--- config.mk ---
export PLATFORM = sky130hd
export DESIGN_NAME = sfmr_router
export DESIGN_NICKNAME = d
export VERILOG_FILES = /design/src/rtl/sfmr_pkg.sv /design/src/rtl/sfmr_dispatch_arb.sv /design/src/rtl/sfmr_router.sv
export SDC_FILE = /design/constraint.sdc
export NUM_CORES = 1
export LEC_CHECK = 0
export BUFFER_PORTS_ARGS = -buffer_cell sky130_fd_sc_hd__buf_2
export CAP_MARGIN = 20
export CELL_PAD_IN_SITES_DETAIL_PLACEMENT = 2
export CELL_PAD_IN_SITES_GLOBAL_PLACEMENT = 2
export CORE_AREA = 2 2 204 206
export DETAILED_ROUTE_END_ITERATION = 12
export DIE_AREA = 0 0 206 208
export HOLD_SLACK_MARGIN = 0.12
export PLACE_DENSITY_LB_ADDON = 0.1
export SLEW_MARGIN = 20
export SYNTH_ARGS = -nofsm -noshare
export SYNTH_HDL_FRONTEND = slang
export SYNTH_SLANG_ARGS = --single-unit
--- constraint.sdc ---
create_clock -name core_clk_i -period 2.8 [get_ports core_clk_i]
set_input_delay 0.42 -clock core_clk_i [delete_from_list [all_inputs] [get_ports core_clk_i]]
set_output_delay 0.42 -clock core_clk_i [all_outputs]
set_load 0.03 [all_outputs]
--- src/rtl/sfmr_pkg.sv ---
// sfmr_pkg: target and stage identifier codes, port widths and decode helpers
// for the shared function message router. assumes a single 100 MHz clock domain.
package sfmr_pkg;

  localparam int unsigned SFMR_ID_W = 4;

  // shared target identifiers
  localparam logic [3:0] SFMR_NULL_TARGET = 4'h0;
  localparam logic [3:0] SFMR_TEXTURE_TARGET = 4'h2;
  localparam logic [3:0] SFMR_MESSAGE_GATEWAY_TARGET = 4'h3;
  localparam logic [3:0] SFMR_DATA_PORT_TWO = 4'h4;
  localparam logic [3:0] SFMR_RENDER_PORT = 4'h5;
  localparam logic [3:0] SFMR_RETURN_BUFFER_TARGET = 4'h6;
  localparam logic [3:0] SFMR_SPAWNER_TARGET = 4'h7;
  localparam logic [3:0] SFMR_MOTION_SEARCH_UNIT = 4'h8;
  localparam logic [3:0] SFMR_READ_ONLY_PORT = 4'h9;
  localparam logic [3:0] SFMR_DATA_PORT_ZERO = 4'ha;
  localparam logic [3:0] SFMR_ATTRIBUTE_INTERPOLATOR = 4'hb;
  localparam logic [3:0] SFMR_DATA_PORT_ONE = 4'hc;
  localparam logic [3:0] SFMR_MOTION_REFINEMENT_UNIT = 4'hd;

  // pipeline stage identifiers
  localparam logic [3:0] SFMR_NULL_STAGE = 4'h0;
  localparam logic [3:0] SFMR_HULL_SHADER = 4'h4;
  localparam logic [3:0] SFMR_DOMAIN_SHADER = 4'h5;
  localparam logic [3:0] SFMR_SPAWNER_STAGE = 4'h7;
  localparam logic [3:0] SFMR_VIDEO_FRONT_STAGE = 4'h8;
  localparam logic [3:0] SFMR_VIDEO_FRONT_STAGE_ALT = 4'hd;
  localparam logic [3:0] SFMR_VERTEX_SHADER = 4'h9;
  localparam logic [3:0] SFMR_COMMAND_STREAMER = 4'ha;
  localparam logic [3:0] SFMR_VERTEX_FETCH = 4'hb;
  localparam logic [3:0] SFMR_GEOMETRY_SHADER = 4'hc;
  localparam logic [3:0] SFMR_STRIP_FAN_UNIT = 4'he;
  localparam logic [3:0] SFMR_WINDOWER_MASKER = 4'hf;

  // one-hot target select lanes, 16 wide indexed by code
  localparam int unsigned SFMR_LANES = 16;
  // the three data cache ports share one logical lane
  localparam logic [3:0] SFMR_DATA_CACHE_LANE = SFMR_DATA_PORT_ZERO;

  // a target code is valid unless null or reserved
  function automatic logic sfmr_target_valid(input logic [3:0] id);
    sfmr_target_valid = !(id == 4'h0 || id == 4'h1 || id == 4'he || id == 4'hf);
  endfunction

  // a stage code is valid for thread starts
  function automatic logic sfmr_stage_valid(input logic [3:0] id);
    sfmr_stage_valid = (id == SFMR_HULL_SHADER) || (id == SFMR_DOMAIN_SHADER) ||
      (id == SFMR_SPAWNER_STAGE) || (id == SFMR_VIDEO_FRONT_STAGE) ||
      (id == SFMR_VIDEO_FRONT_STAGE_ALT) || (id >= SFMR_VERTEX_SHADER && id != 4'hd);
  endfunction

  // data cache ports 0,1,2 fold onto one lane
  function automatic logic [3:0] sfmr_lane_of(input logic [3:0] id);
    if (id == SFMR_DATA_PORT_ONE || id == SFMR_DATA_PORT_TWO)
      sfmr_lane_of = SFMR_DATA_CACHE_LANE;
    else
      sfmr_lane_of = id;
  endfunction

endpackage

--- src/rtl/sfmr_dispatch_arb.sv ---
// sfmr_dispatch_arb: round-robin arbiter for thread-start requests.
// assumes requests hold until granted; same clock as the router.
`timescale 1ns/1ps
`default_nettype none
module sfmr_dispatch_arb
  import sfmr_pkg::*;
#(
  parameter int unsigned N = 4
)(
  // clock and reset
  input wire logic core_clk_i,
  input wire logic sys_rst_i,
  // request side
  input wire logic [N-1:0] req_i,
  input wire logic advance_i,
  // grant
  output logic [N-1:0] grant_o
);
  typedef struct packed {
    logic [N-1:0] last;
  } sfmr_arb_st_t;

  sfmr_arb_st_t st_r;
  sfmr_arb_st_t st_nxt;
  logic [N-1:0] pick;
  logic found;

  // fairness: search starts just after the last winner
  always_comb
  begin
    pick = '0;
    found = 1'b0;
    for (int k = 1; k <= N; k++)
    begin
      for (int j = 0; j < N; j++)
      begin
        if (!found && st_r.last[(j + N - k) % N] && req_i[j])
        begin
          found = 1'b1;
          pick[j] = 1'b1;
        end
      end
    end
    st_nxt = st_r;
    if (advance_i && found)
      st_nxt.last = pick;
  end

  always_ff @(posedge core_clk_i)
  begin
    if (sys_rst_i)
      st_r <= '{last: {1'b1, {(N-1){1'b0}}}};
    else
      st_r <= st_nxt;
  end

  assign grant_o = pick;
endmodule // sfmr_dispatch_arb
`default_nettype wire

--- src/rtl/sfmr_router.sv ---
// sfmr_router: routes execution unit messages to shared targets, returns
// writebacks, holds threads asleep, and dispatches thread starts.
// assumes targets answer with the writeback register tag they were given.
`timescale 1ns/1ps
`default_nettype none
module sfmr_router
  import sfmr_pkg::*;
#(
  parameter int unsigned THREADS = 8,
  parameter int unsigned STAGES = 4,
  parameter int unsigned OPW = 32,
  parameter int unsigned REGW = 8,
  parameter int unsigned REG_BLOCK = 16
)(
  // clock and reset
  input wire logic core_clk_i,
  input wire logic sys_rst_i,
  // message issue from execution unit threads
  input wire logic msg_valid_i,
  output logic msg_ready_o,
  input wire logic [$clog2(THREADS)-1:0] msg_thread_i,
  input wire logic [3:0] msg_target_i,
  input wire logic [OPW-1:0] msg_operation_i,
  input wire logic [REGW-1:0] msg_operand_base_i,
  input wire logic [3:0] msg_operand_len_i,
  input wire logic [REGW-1:0] msg_writeback_reg_i,
  input wire logic msg_wants_data_i,
  // outgoing to shared targets
  output logic [SFMR_LANES-1:0] tgt_valid_o,
  input wire logic [SFMR_LANES-1:0] tgt_ready_i,
  output logic [3:0] tgt_id_o,
  output logic [OPW-1:0] tgt_operation_o,
  output logic [REGW-1:0] tgt_operand_base_o,
  output logic [3:0] tgt_operand_len_o,
  output logic [$clog2(THREADS)-1:0] tgt_thread_o,
  output logic [REGW-1:0] tgt_writeback_reg_o,
  output logic msg_bad_target_o,
  // response from shared targets
  input wire logic rsp_valid_i,
  input wire logic [$clog2(THREADS)-1:0] rsp_thread_i,
  input wire logic [REGW-1:0] rsp_reg_i,
  input wire logic [OPW-1:0] rsp_data_i,
  input wire logic rsp_last_i,
  // writeback to general thread registers
  output logic gr_we_o,
  output logic [$clog2(THREADS)-1:0] gr_thread_o,
  output logic [REGW-1:0] gr_reg_o,
  output logic [OPW-1:0] gr_data_o,
  output logic [THREADS-1:0] thread_asleep_o,
  // thread start requests from pipeline stages
  input wire logic [STAGES-1:0] start_req_i,
  input wire logic [STAGES*4-1:0] start_stage_id_i,
  input wire logic [STAGES*OPW-1:0] start_payload_i,
  input wire logic [OPW-1:0] return_buffer_data_i,
  output logic [STAGES-1:0] start_grant_o,
  output logic start_valid_o,
  output logic [3:0] start_stage_o,
  output logic [$clog2(THREADS)-1:0] start_thread_o,
  output logic [REGW-1:0] start_reg_base_o,
  output logic [OPW-1:0] start_init_data_o,
  output logic [OPW-1:0] start_init_buf_o
);
  localparam int unsigned TW = $clog2(THREADS);

  typedef struct packed {
    logic [THREADS-1:0] asleep;
    logic [THREADS-1:0] busy;
    logic gr_we;
    logic [TW-1:0] gr_thread;
    logic [REGW-1:0] gr_reg;
    logic [OPW-1:0] gr_data;
    logic bad;
    logic st_valid;
    logic [3:0] st_stage;
    logic [TW-1:0] st_thread;
    logic [REGW-1:0] st_base;
    logic [OPW-1:0] st_data;
    logic [OPW-1:0] st_buf;
  } sfmr_st_t;

  sfmr_st_t st_r;
  sfmr_st_t st_nxt;

  logic [3:0] lane;
  logic valid_tgt;
  logic is_null;
  logic accept;
  logic [STAGES-1:0] grant;
  logic [TW-1:0] free_thread;
  logic free_found;
  logic [3:0] win_stage;
  logic [OPW-1:0] win_payload;

  ////////////////////////////////////////////////////////////////////////////
  // message decode and issue
  assign lane = sfmr_lane_of(msg_target_i);
  assign valid_tgt = sfmr_target_valid(msg_target_i);
  assign is_null = (msg_target_i == SFMR_NULL_TARGET);

  // a sleeping thread cannot issue; invalid codes drop like null
  always_comb
  begin
    tgt_valid_o = '0;
    if (msg_valid_i && valid_tgt && !st_r.asleep[msg_thread_i])
      tgt_valid_o[lane] = 1'b1;
  end

  assign msg_ready_o = !st_r.asleep[msg_thread_i] &&
    (!valid_tgt || tgt_ready_i[lane]);
  assign accept = msg_valid_i && msg_ready_o;
  assign tgt_id_o = msg_target_i;
  assign tgt_operation_o = msg_operation_i;
  assign tgt_operand_base_o = msg_operand_base_i;
  assign tgt_operand_len_o = msg_operand_len_i;
  assign tgt_thread_o = msg_thread_i;
  assign tgt_writeback_reg_o = msg_writeback_reg_i;

  ////////////////////////////////////////////////////////////////////////////
  // thread start arbitration
  sfmr_dispatch_arb #(.N(STAGES)) u_arb (
    .core_clk_i(core_clk_i),
    .sys_rst_i(sys_rst_i),
    .req_i(start_req_i),
    .advance_i(free_found),
    .grant_o(grant)
  );

  always_comb
  begin
    free_thread = '0;
    free_found = 1'b0;
    for (int t = THREADS - 1; t >= 0; t--)
    begin
      if (!st_r.busy[t])
      begin
        free_thread = TW'(t);
        free_found = 1'b1;
      end
    end
    win_stage = '0;
    win_payload = '0;
    for (int s = 0; s < STAGES; s++)
    begin
      if (grant[s])
      begin
        win_stage = start_stage_id_i[s*4 +: 4];
        win_payload = start_payload_i[s*OPW +: OPW];
      end
    end
  end

  // stalls all starts while every thread is in use
  assign start_grant_o = free_found ? grant : '0;

  ////////////////////////////////////////////////////////////////////////////
  // state update
  always_comb
  begin
    st_nxt = st_r;
    st_nxt.gr_we = 1'b0;
    st_nxt.st_valid = 1'b0;
    st_nxt.bad = accept && !valid_tgt && !is_null;
    // writeback of returned data
    if (rsp_valid_i)
    begin
      st_nxt.gr_we = 1'b1;
      st_nxt.gr_thread = rsp_thread_i;
      st_nxt.gr_reg = rsp_reg_i;
      st_nxt.gr_data = rsp_data_i;
      if (rsp_last_i)
        st_nxt.asleep[rsp_thread_i] = 1'b0;
    end
    // sleep set after wake so same-cycle sleep wins
    if (accept && valid_tgt && msg_wants_data_i)
      st_nxt.asleep[msg_thread_i] = 1'b1;
    // thread start: claim thread, block registers, init data
    if (free_found && grant != '0 && sfmr_stage_valid(win_stage))
    begin
      st_nxt.busy[free_thread] = 1'b1;
      st_nxt.st_valid = 1'b1;
      st_nxt.st_stage = win_stage;
      st_nxt.st_thread = free_thread;
      st_nxt.st_base = REGW'(free_thread * REG_BLOCK);
      st_nxt.st_data = win_payload;
      st_nxt.st_buf = return_buffer_data_i;
    end
    // a spawner-target message ending a thread frees its slot
    if (accept && msg_target_i == SFMR_SPAWNER_TARGET && !msg_wants_data_i)
      st_nxt.busy[msg_thread_i] = 1'b0;
  end

  always_ff @(posedge core_clk_i)
  begin
    if (sys_rst_i)
      st_r <= '0;
    else
      st_r <= st_nxt;
  end

  assign gr_we_o = st_r.gr_we;
  assign gr_thread_o = st_r.gr_thread;
  assign gr_reg_o = st_r.gr_reg;
  assign gr_data_o = st_r.gr_data;
  assign thread_asleep_o = st_r.asleep;
  assign msg_bad_target_o = st_r.bad;
  assign start_valid_o = st_r.st_valid;
  assign start_stage_o = st_r.st_stage;
  assign start_thread_o = st_r.st_thread;
  assign start_reg_base_o = st_r.st_base;
  assign start_init_data_o = st_r.st_data;
  assign start_init_buf_o = st_r.st_buf;
endmodule // sfmr_router
`default_nettype wire

==> results of run 1 <==
-- power breakdown --
group	total [mW]	switching (mW)	internal, mW
combinational	5.64	3.48	2.16
clock	2.49	0.966	1.52
sequential	2.72	0.269	2.45
total	10.8	4.71	6.13
-- kinds of logic (layout without fill, tap and decap cells) --
family | Yosys count | count (layout) | synth area share, %
compound gates | 300 | 300 | 27.62
buf+inv | 291 | 520 | 23.09
simple gates | 183 | 183 | 10.05
flops | 137 | 137 | 33.43
mux | 47 | 47 | 5.765
other cells | 1 | 12 | 0.04571
-- sequential cells by signal, summed over array words and instances (netlist names), 4 cells and up --
signal / count
gr_data_o: 32
thread_asleep_o: 8
start_init_data_o: 32
st_r: 8
start_init_buf_o: 32
u_arb.st_r: 4
start_stage_o: 4
gr_reg_o: 8
-- timing repair --
action	CTS	global route
gates cloned	0	1
pin swaps	2	3
resized for setup	3	13
setup buffers	3	4
setup endpoints to repair	21	87
-- cell usage in the layout (no fill, tap or decap), types with 4 or more instances in the layout --
cell        synthesis  routed
a311oi_1           34      34
dfxtp_1           137     134
a21oi_1            57      55
nand2_1            61      61
mux2i_1            45      45
o21ba_1            32      32
a222oi_1           32      32
nand2b_1            5       5
o21ai_0            48      48
buf_2              17     394
bufinv_16           0       4
clkbuf_16           0      18
conb_1              1      11
buf_12              0       9
nor2b_1            10      10
nor3_1              5       5
clkinvlp_4          0       4
a211oi_1            7       7
nor4_1              4       4
and2_1              5       4
inv_1              20      20
o211ai_1           35      35
nand3_1            11      11
a221oi_1            9       9
buf_4             196      63
nor2_1             65      64
-- worst paths after layout --
kind	startpoint	endpoint	depth (start not counted)
max	u_arb.st_r[0]	start_grant_o[1]	7
min	rsp_data_i[9]	gr_data_o[9]	3
max reg2reg	u_arb.st_r[0]	st_r[127]	11
min reg2reg	gr_thread_o[0]	gr_thread_o[0]	2
-- metal layers --
layer	vias up	wire length [um]	track usage, %	share of wire (%)
met4	4	414	4.680	1.2
met1	3805	14500	18.38	42
met2	299	16340	25.60	48
met3	23	2840	5.639	8.3
met5	-	24	0	0.070
li1	3735	-	-	-
-- through the flow --
step | hold WS (ps) | setup slack (ps)
after detailed placement | 469.5 | -109.9
final | 223.1 | 108.1
after CTS | 189.5 | 2.439
after global placement | 460.5 | -103.3
after floorplan | 450.8 | 134.6
after global routing | 207.4 | -30.84
-- layout make-up --
cell class,count,area [sq um],share of cell area (%)
well taps,532,665.6,6.342
clock buffers,18,439.2,4.184
inverters,20,75.07,0.7152
repair buffers,468,2661,25.35
multi-input cells,541,3711,35.36
diodes,1,2.502,0.02384
clock inverters,14,195.2,1.860
flip-flops and latches,137,2746,26.17
-- worst register-to-register path: stages, from the launching register on --
cell      delay [ps]
dfxtp_2          420
buf_4            170
a22oi_2           60
buf_4            150
nand3_1          120
buf_4            140
a21oi_4           40
a2111o_1         400
and4b_2          330
buf_12           160
or3_1            350
a221oi_2         210
==> run_results.csv, run 1 <==
group,metric,value,unit
flow_run,max-cap-violations,0,
power,leakage,4.760,nW
yosys,synth-seq-cells,137,
setup_path,cp_top_family,"compound AO/OA/AOI/OAI gates",
placement,hpwl,25.85,mm
timing,period_needed,2692,ps
setup_path,critical_path_class,"reg2out",
placement,gp_congestion,0.7794,
cts,hold_buffers,0,
routing,drt_pre_antenna_iters,5,
global_route,overflow,0,
routing,routedWlPerCell,19.71,um
global_route,grt_pass1_wl,50.72,mm
timing,slew_headroom,34.40,%
power,power.density,1033,mW/mm^2
setup_path,crit_slowest_cell,"o32ai_4",
yosys,ys_warn_count,0,
cts,clk-insertion-delay-late,430,ps
setup_path,crit_top_cell,"buf_4",
timing,finalClockSkew,8.173,ps
yosys,synth_edf_count,0,
yosys,ys.flop_type,"dfxtp_1",
layout,nNetsFinal,1489,
placement,dpl_cell_area,0.009713,sq mm
layout,layout.cells.non_filler,1731,
global_route,antenna_found_initial,3,
yosys,async_flop_share,0,%
yosys,synthTopCellsByArea,"dfxtp_1 (33%), buf_4 (18%), mux2i_1 (5.5%), a222oi_1 (3.9%), o21ba_1 (3.9%)",
cts,numClockSinks,137,
routing,num_vias,7866,
floorplanning,start_util,20.23,%
timing,rsz0062_at_grt,"yes",
setup_path,cp_num_buf_inv,3,
setup_path,endpoint_kind,"output pin",
yosys,synth_area,0.008204,sq mm
layout,fin_util,25.88,%
setup_path,worst-r2r-setup-slack,160,ps
timing,period_share,96.14,%
setup_path,path_max_fanout,7,
layout,stdcell_area,0.01050,sq mm
yosys,syn_avg_cell_area,8.555,sq um
routing,routed_wl,34.12,mm
floorplanning,ios,517,
setup_path,start_kind,"flop",
timing,setup_tns,0,ps
yosys,synth_top_area_cell,"dfxtp_1",
cts,cts_tree,"yes",
layout,num-fill-cells,4765,
cts,cts-root-buf,"clkbuf_16",
cts,path_clk_slew,70,ps
setup_path,slowest_delay,380,ps
floorplanning,core_area,0.04055,sq mm
floorplanning,fp.dieH,208,um
worst_hold_path,hold_path_class,"in2reg",
yosys,ys_top_cells_by_count,"buf_4 (196), dfxtp_1 (137), nor2_1 (65), nand2_1 (61), a21oi_1 (57)",
power,power.total,10.84,mW
routing,drc_errors,0,
cts,cts_buffers,17,
global_route,grt_start_max_net_pins,61,
yosys,ys_seq_area_share,33.43,%
routing,ant_nets,0,
timing,fmax,371.5,MHz
routing,drt-initial-drc-count,318,
global_route,grt_pass1_vias,8373,
layout,drive_above_1_share,44.41,%
setup_path,path_cells,"a22oi_2 > nand3_1 > o32ai_4 > buf_4 > buf_6 > and2_4 > buf_4",
yosys,synth_top_area_share,33.43,%
floorplanning,die_w,206,um
yosys,ys_types,59,
cts,htree_levels,4,
timing,finalMaxSlewViolations,0,
timing,hold_violations,0,
timing,setup_viol,0,
cts,cts_max_path_buffers,2,
status,status,"finished, final reports clean",
placement,portBuffers,397,
layout,area_growth,27.94,%
floorplanning,die_area,0.04285,sq mm
setup_path,cp_data_required_time,2380,ps
timing,tightest_slew,975.1,ps
yosys,netlist_instances,959,
setup_path,crit_arrival,2270,ps
floorplanning,row_count,74,
placement,post-place-cells,1690,
global_route,track_usage,15.40,%
yosys,synth.most_common_cell,"buf_4",
power,vdd_ir_drop_max,0.0004464,V
routing,via_per_inst,4.544,
Note: power is estimated with default switching activity, not from simulation.
==> run 2, diff against run 1 <==
--- a/constraint.sdc
+++ b/constraint.sdc
@@ -3,2 +3,2 @@
 set_output_delay 0.42 -clock core_clk_i [all_outputs]
-set_load 0.03 [all_outputs]
+set_load 0.05 [all_outputs]
==> run_results.csv, run 2 (synthesized netlist as in run 1, its figures left out) <==
group,metric,value,unit
placement,post-place-cells,1701,
global_route,overflow,0,
floorplanning,ios,517,
power,leakage,4.872,nW
power,vdd_ir_drop_max,0.0003310,V
timing,fmax,366.4,MHz
floorplanning,row_count,74,
timing,finalClockSkew,8.585,ps
layout,nNetsFinal,1498,
floorplanning,fp.dieH,208,um
cts,clk-insertion-delay-late,430,ps
routing,ant_nets,0,
setup_path,cp_data_required_time,3140,ps
routing,drt_pre_antenna_iters,8,
timing,rsz0062_at_grt,"yes",
cts,htree_levels,4,
routing,routedWlPerCell,19.73,um
worst_hold_path,hold_start,"rsp_data_i[11]",
routing,num_vias,7909,
cts,numClockSinks,137,
global_route,track_usage,15.60,%
layout,area_growth,31.43,%
setup_path,crit_slowest_cell,"a2111o_1",
setup_path,cp_top_family,"compound AO/OA/AOI/OAI gates",
cts,cts_buffers,17,
setup_path,critical_path_class,"reg2reg",
placement,dpl_cell_area,0.009893,sq mm
timing,hold_violations,0,
floorplanning,core_area,0.04055,sq mm
global_route,grt_pass1_wl,51.29,mm
layout,mostFrequentLayoutCells,"buf_2 (393), dfxtp_1 (133), nor2_1 (64), buf_4 (64), nand2_1 (61)",
layout,final_common_cell,"buf_2",
layout,num-fill-cells,4750,
placement,portBuffers,397,
status,status,"finished, final reports clean",
flow_run,max-cap-violations,0,
timing,setup_viol,0,
layout,layout.cells.non_filler,1739,
setup_path,crit_top_cell,"buf_4",
setup_path,start_kind,"flop",
floorplanning,start_util,20.23,%
setup_path,path_cells,"buf_4 > a22oi_2 > buf_4 > buf_4 > o21ai_4 > a211oi_2 > buf_4 > a2111o_1 > and4b_2 > buf_4 > buf_12 > o21ba_1 > a311oi_2",
setup_path,slowest_delay,390,ps
global_route,grt_start_max_net_pins,61,
setup_path,critPathLaunch,"u_arb.st_r[0]",
setup_path,r2r_start,"u_arb.st_r[0]",
setup_path,path_max_fanout,33,
cts,hold_buffers,0,
setup_path,worst-r2r-setup-slack,70,ps
timing,period_share,97.47,%
layout,fin_util,26.59,%
floorplanning,die_w,206,um
cts,cts-root-buf,"clkbuf_16",
cts,cts_tree,"yes",
routing,drt-initial-drc-count,253,
setup_path,endpoint_kind,"flop",
timing,tightest_slew,909.2,ps
global_route,grt_pass1_vias,8559,
worst_hold_path,hold_path_class,"in2reg",
routing,drc_errors,0,
timing,hold_slack,221.2,ps
placement,hpwl,26.22,mm
global_route,antenna_found_initial,5,
setup_path,crit_arrival,3070,ps
placement,gp_congestion,0.7841,
routing,routed_wl,34.32,mm
timing,period_needed,2729,ps
routing,via_per_inst,4.548,
cts,cts_max_path_buffers,2,
layout,stdcell_area,0.01078,sq mm
floorplanning,die_area,0.04285,sq mm
power,power.density,1101,mW/mm^2
timing,slew_headroom,38.83,%
layout,drive_above_1_share,46.52,%
timing,finalMaxSlewViolations,0,
power,power.total,11.87,mW
cts,path_clk_slew,60,ps
setup_path,cp_num_buf_inv,6,
==> run 2: repair_timing <==
action | 4_1_cts | 5_1_grt
pin swaps | 2 | 15
resized for setup | 16 | 28
buffers inserted | 1 | 6
gates cloned | 0 | 1
endpoints found under the setup margin | 82 | 80
==> run 2: final timing paths <==
kind | endpoint | depth (start not counted)
worst max register to register | start_init_data_o[12] | 13
worst max-delay path | start_init_data_o[12] | 13
worst min-delay path | gr_data_o[11] | 3
worst min register to register | start_init_buf_o[18] | 2
==> run 2: worst register-to-register path, delay by kind of cell (launching register included) <==
family          cells  cell delay (ps)
buf+inv             6              850
simple gates        1              310
flops               1              370
compound gates      6             1120
==> run 2: layout make-up <==
| class | count | area, sq um | share of cell area [%] |
|---|---|---|---|
| Timing Repair Buffer | 477 | 2816 | 26.12 |
| Tap cell | 532 | 665.6 | 6.173 |
| Inverter | 20 | 75.07 | 0.6962 |
| Clock buffer | 21 | 470.5 | 4.363 |
| Antenna cell | 1 | 2.502 | 0.02321 |
| Clock inverter | 10 | 141.4 | 1.311 |
| Sequential cell | 137 | 2753 | 25.53 |
| Multi-Input combinational cell | 541 | 3859 | 35.79 |
==> run 2: routing by layer <==
layer / GRT usage [%] / share of wire [%] / wire length [um]
met1: 18.36 / 42 / 14370
met3: 5.717 / 8.1 / 2774
met5: 0 / 0.13 / 44
met2: 26.61 / 49 / 16720
met4: 3.941 / 1.2 / 415
==> run 2: report_power, final <==
group          internal (mW)  switching, mW
registers               2.45          0.250
clock network           1.47          0.941
logic                   2.40           4.35
total                   6.32           5.55
==> run 2: metrics by stage <==
stage / setup slack (ps) / TNS, ps
finish: 70.77 / 0
CTS: 1.656 / 0
global placement: -227.0 / -8077
detailed placement: -314.7 / -12700
floorplan: 100.3 / 0
global route: -41.66 / -158.7
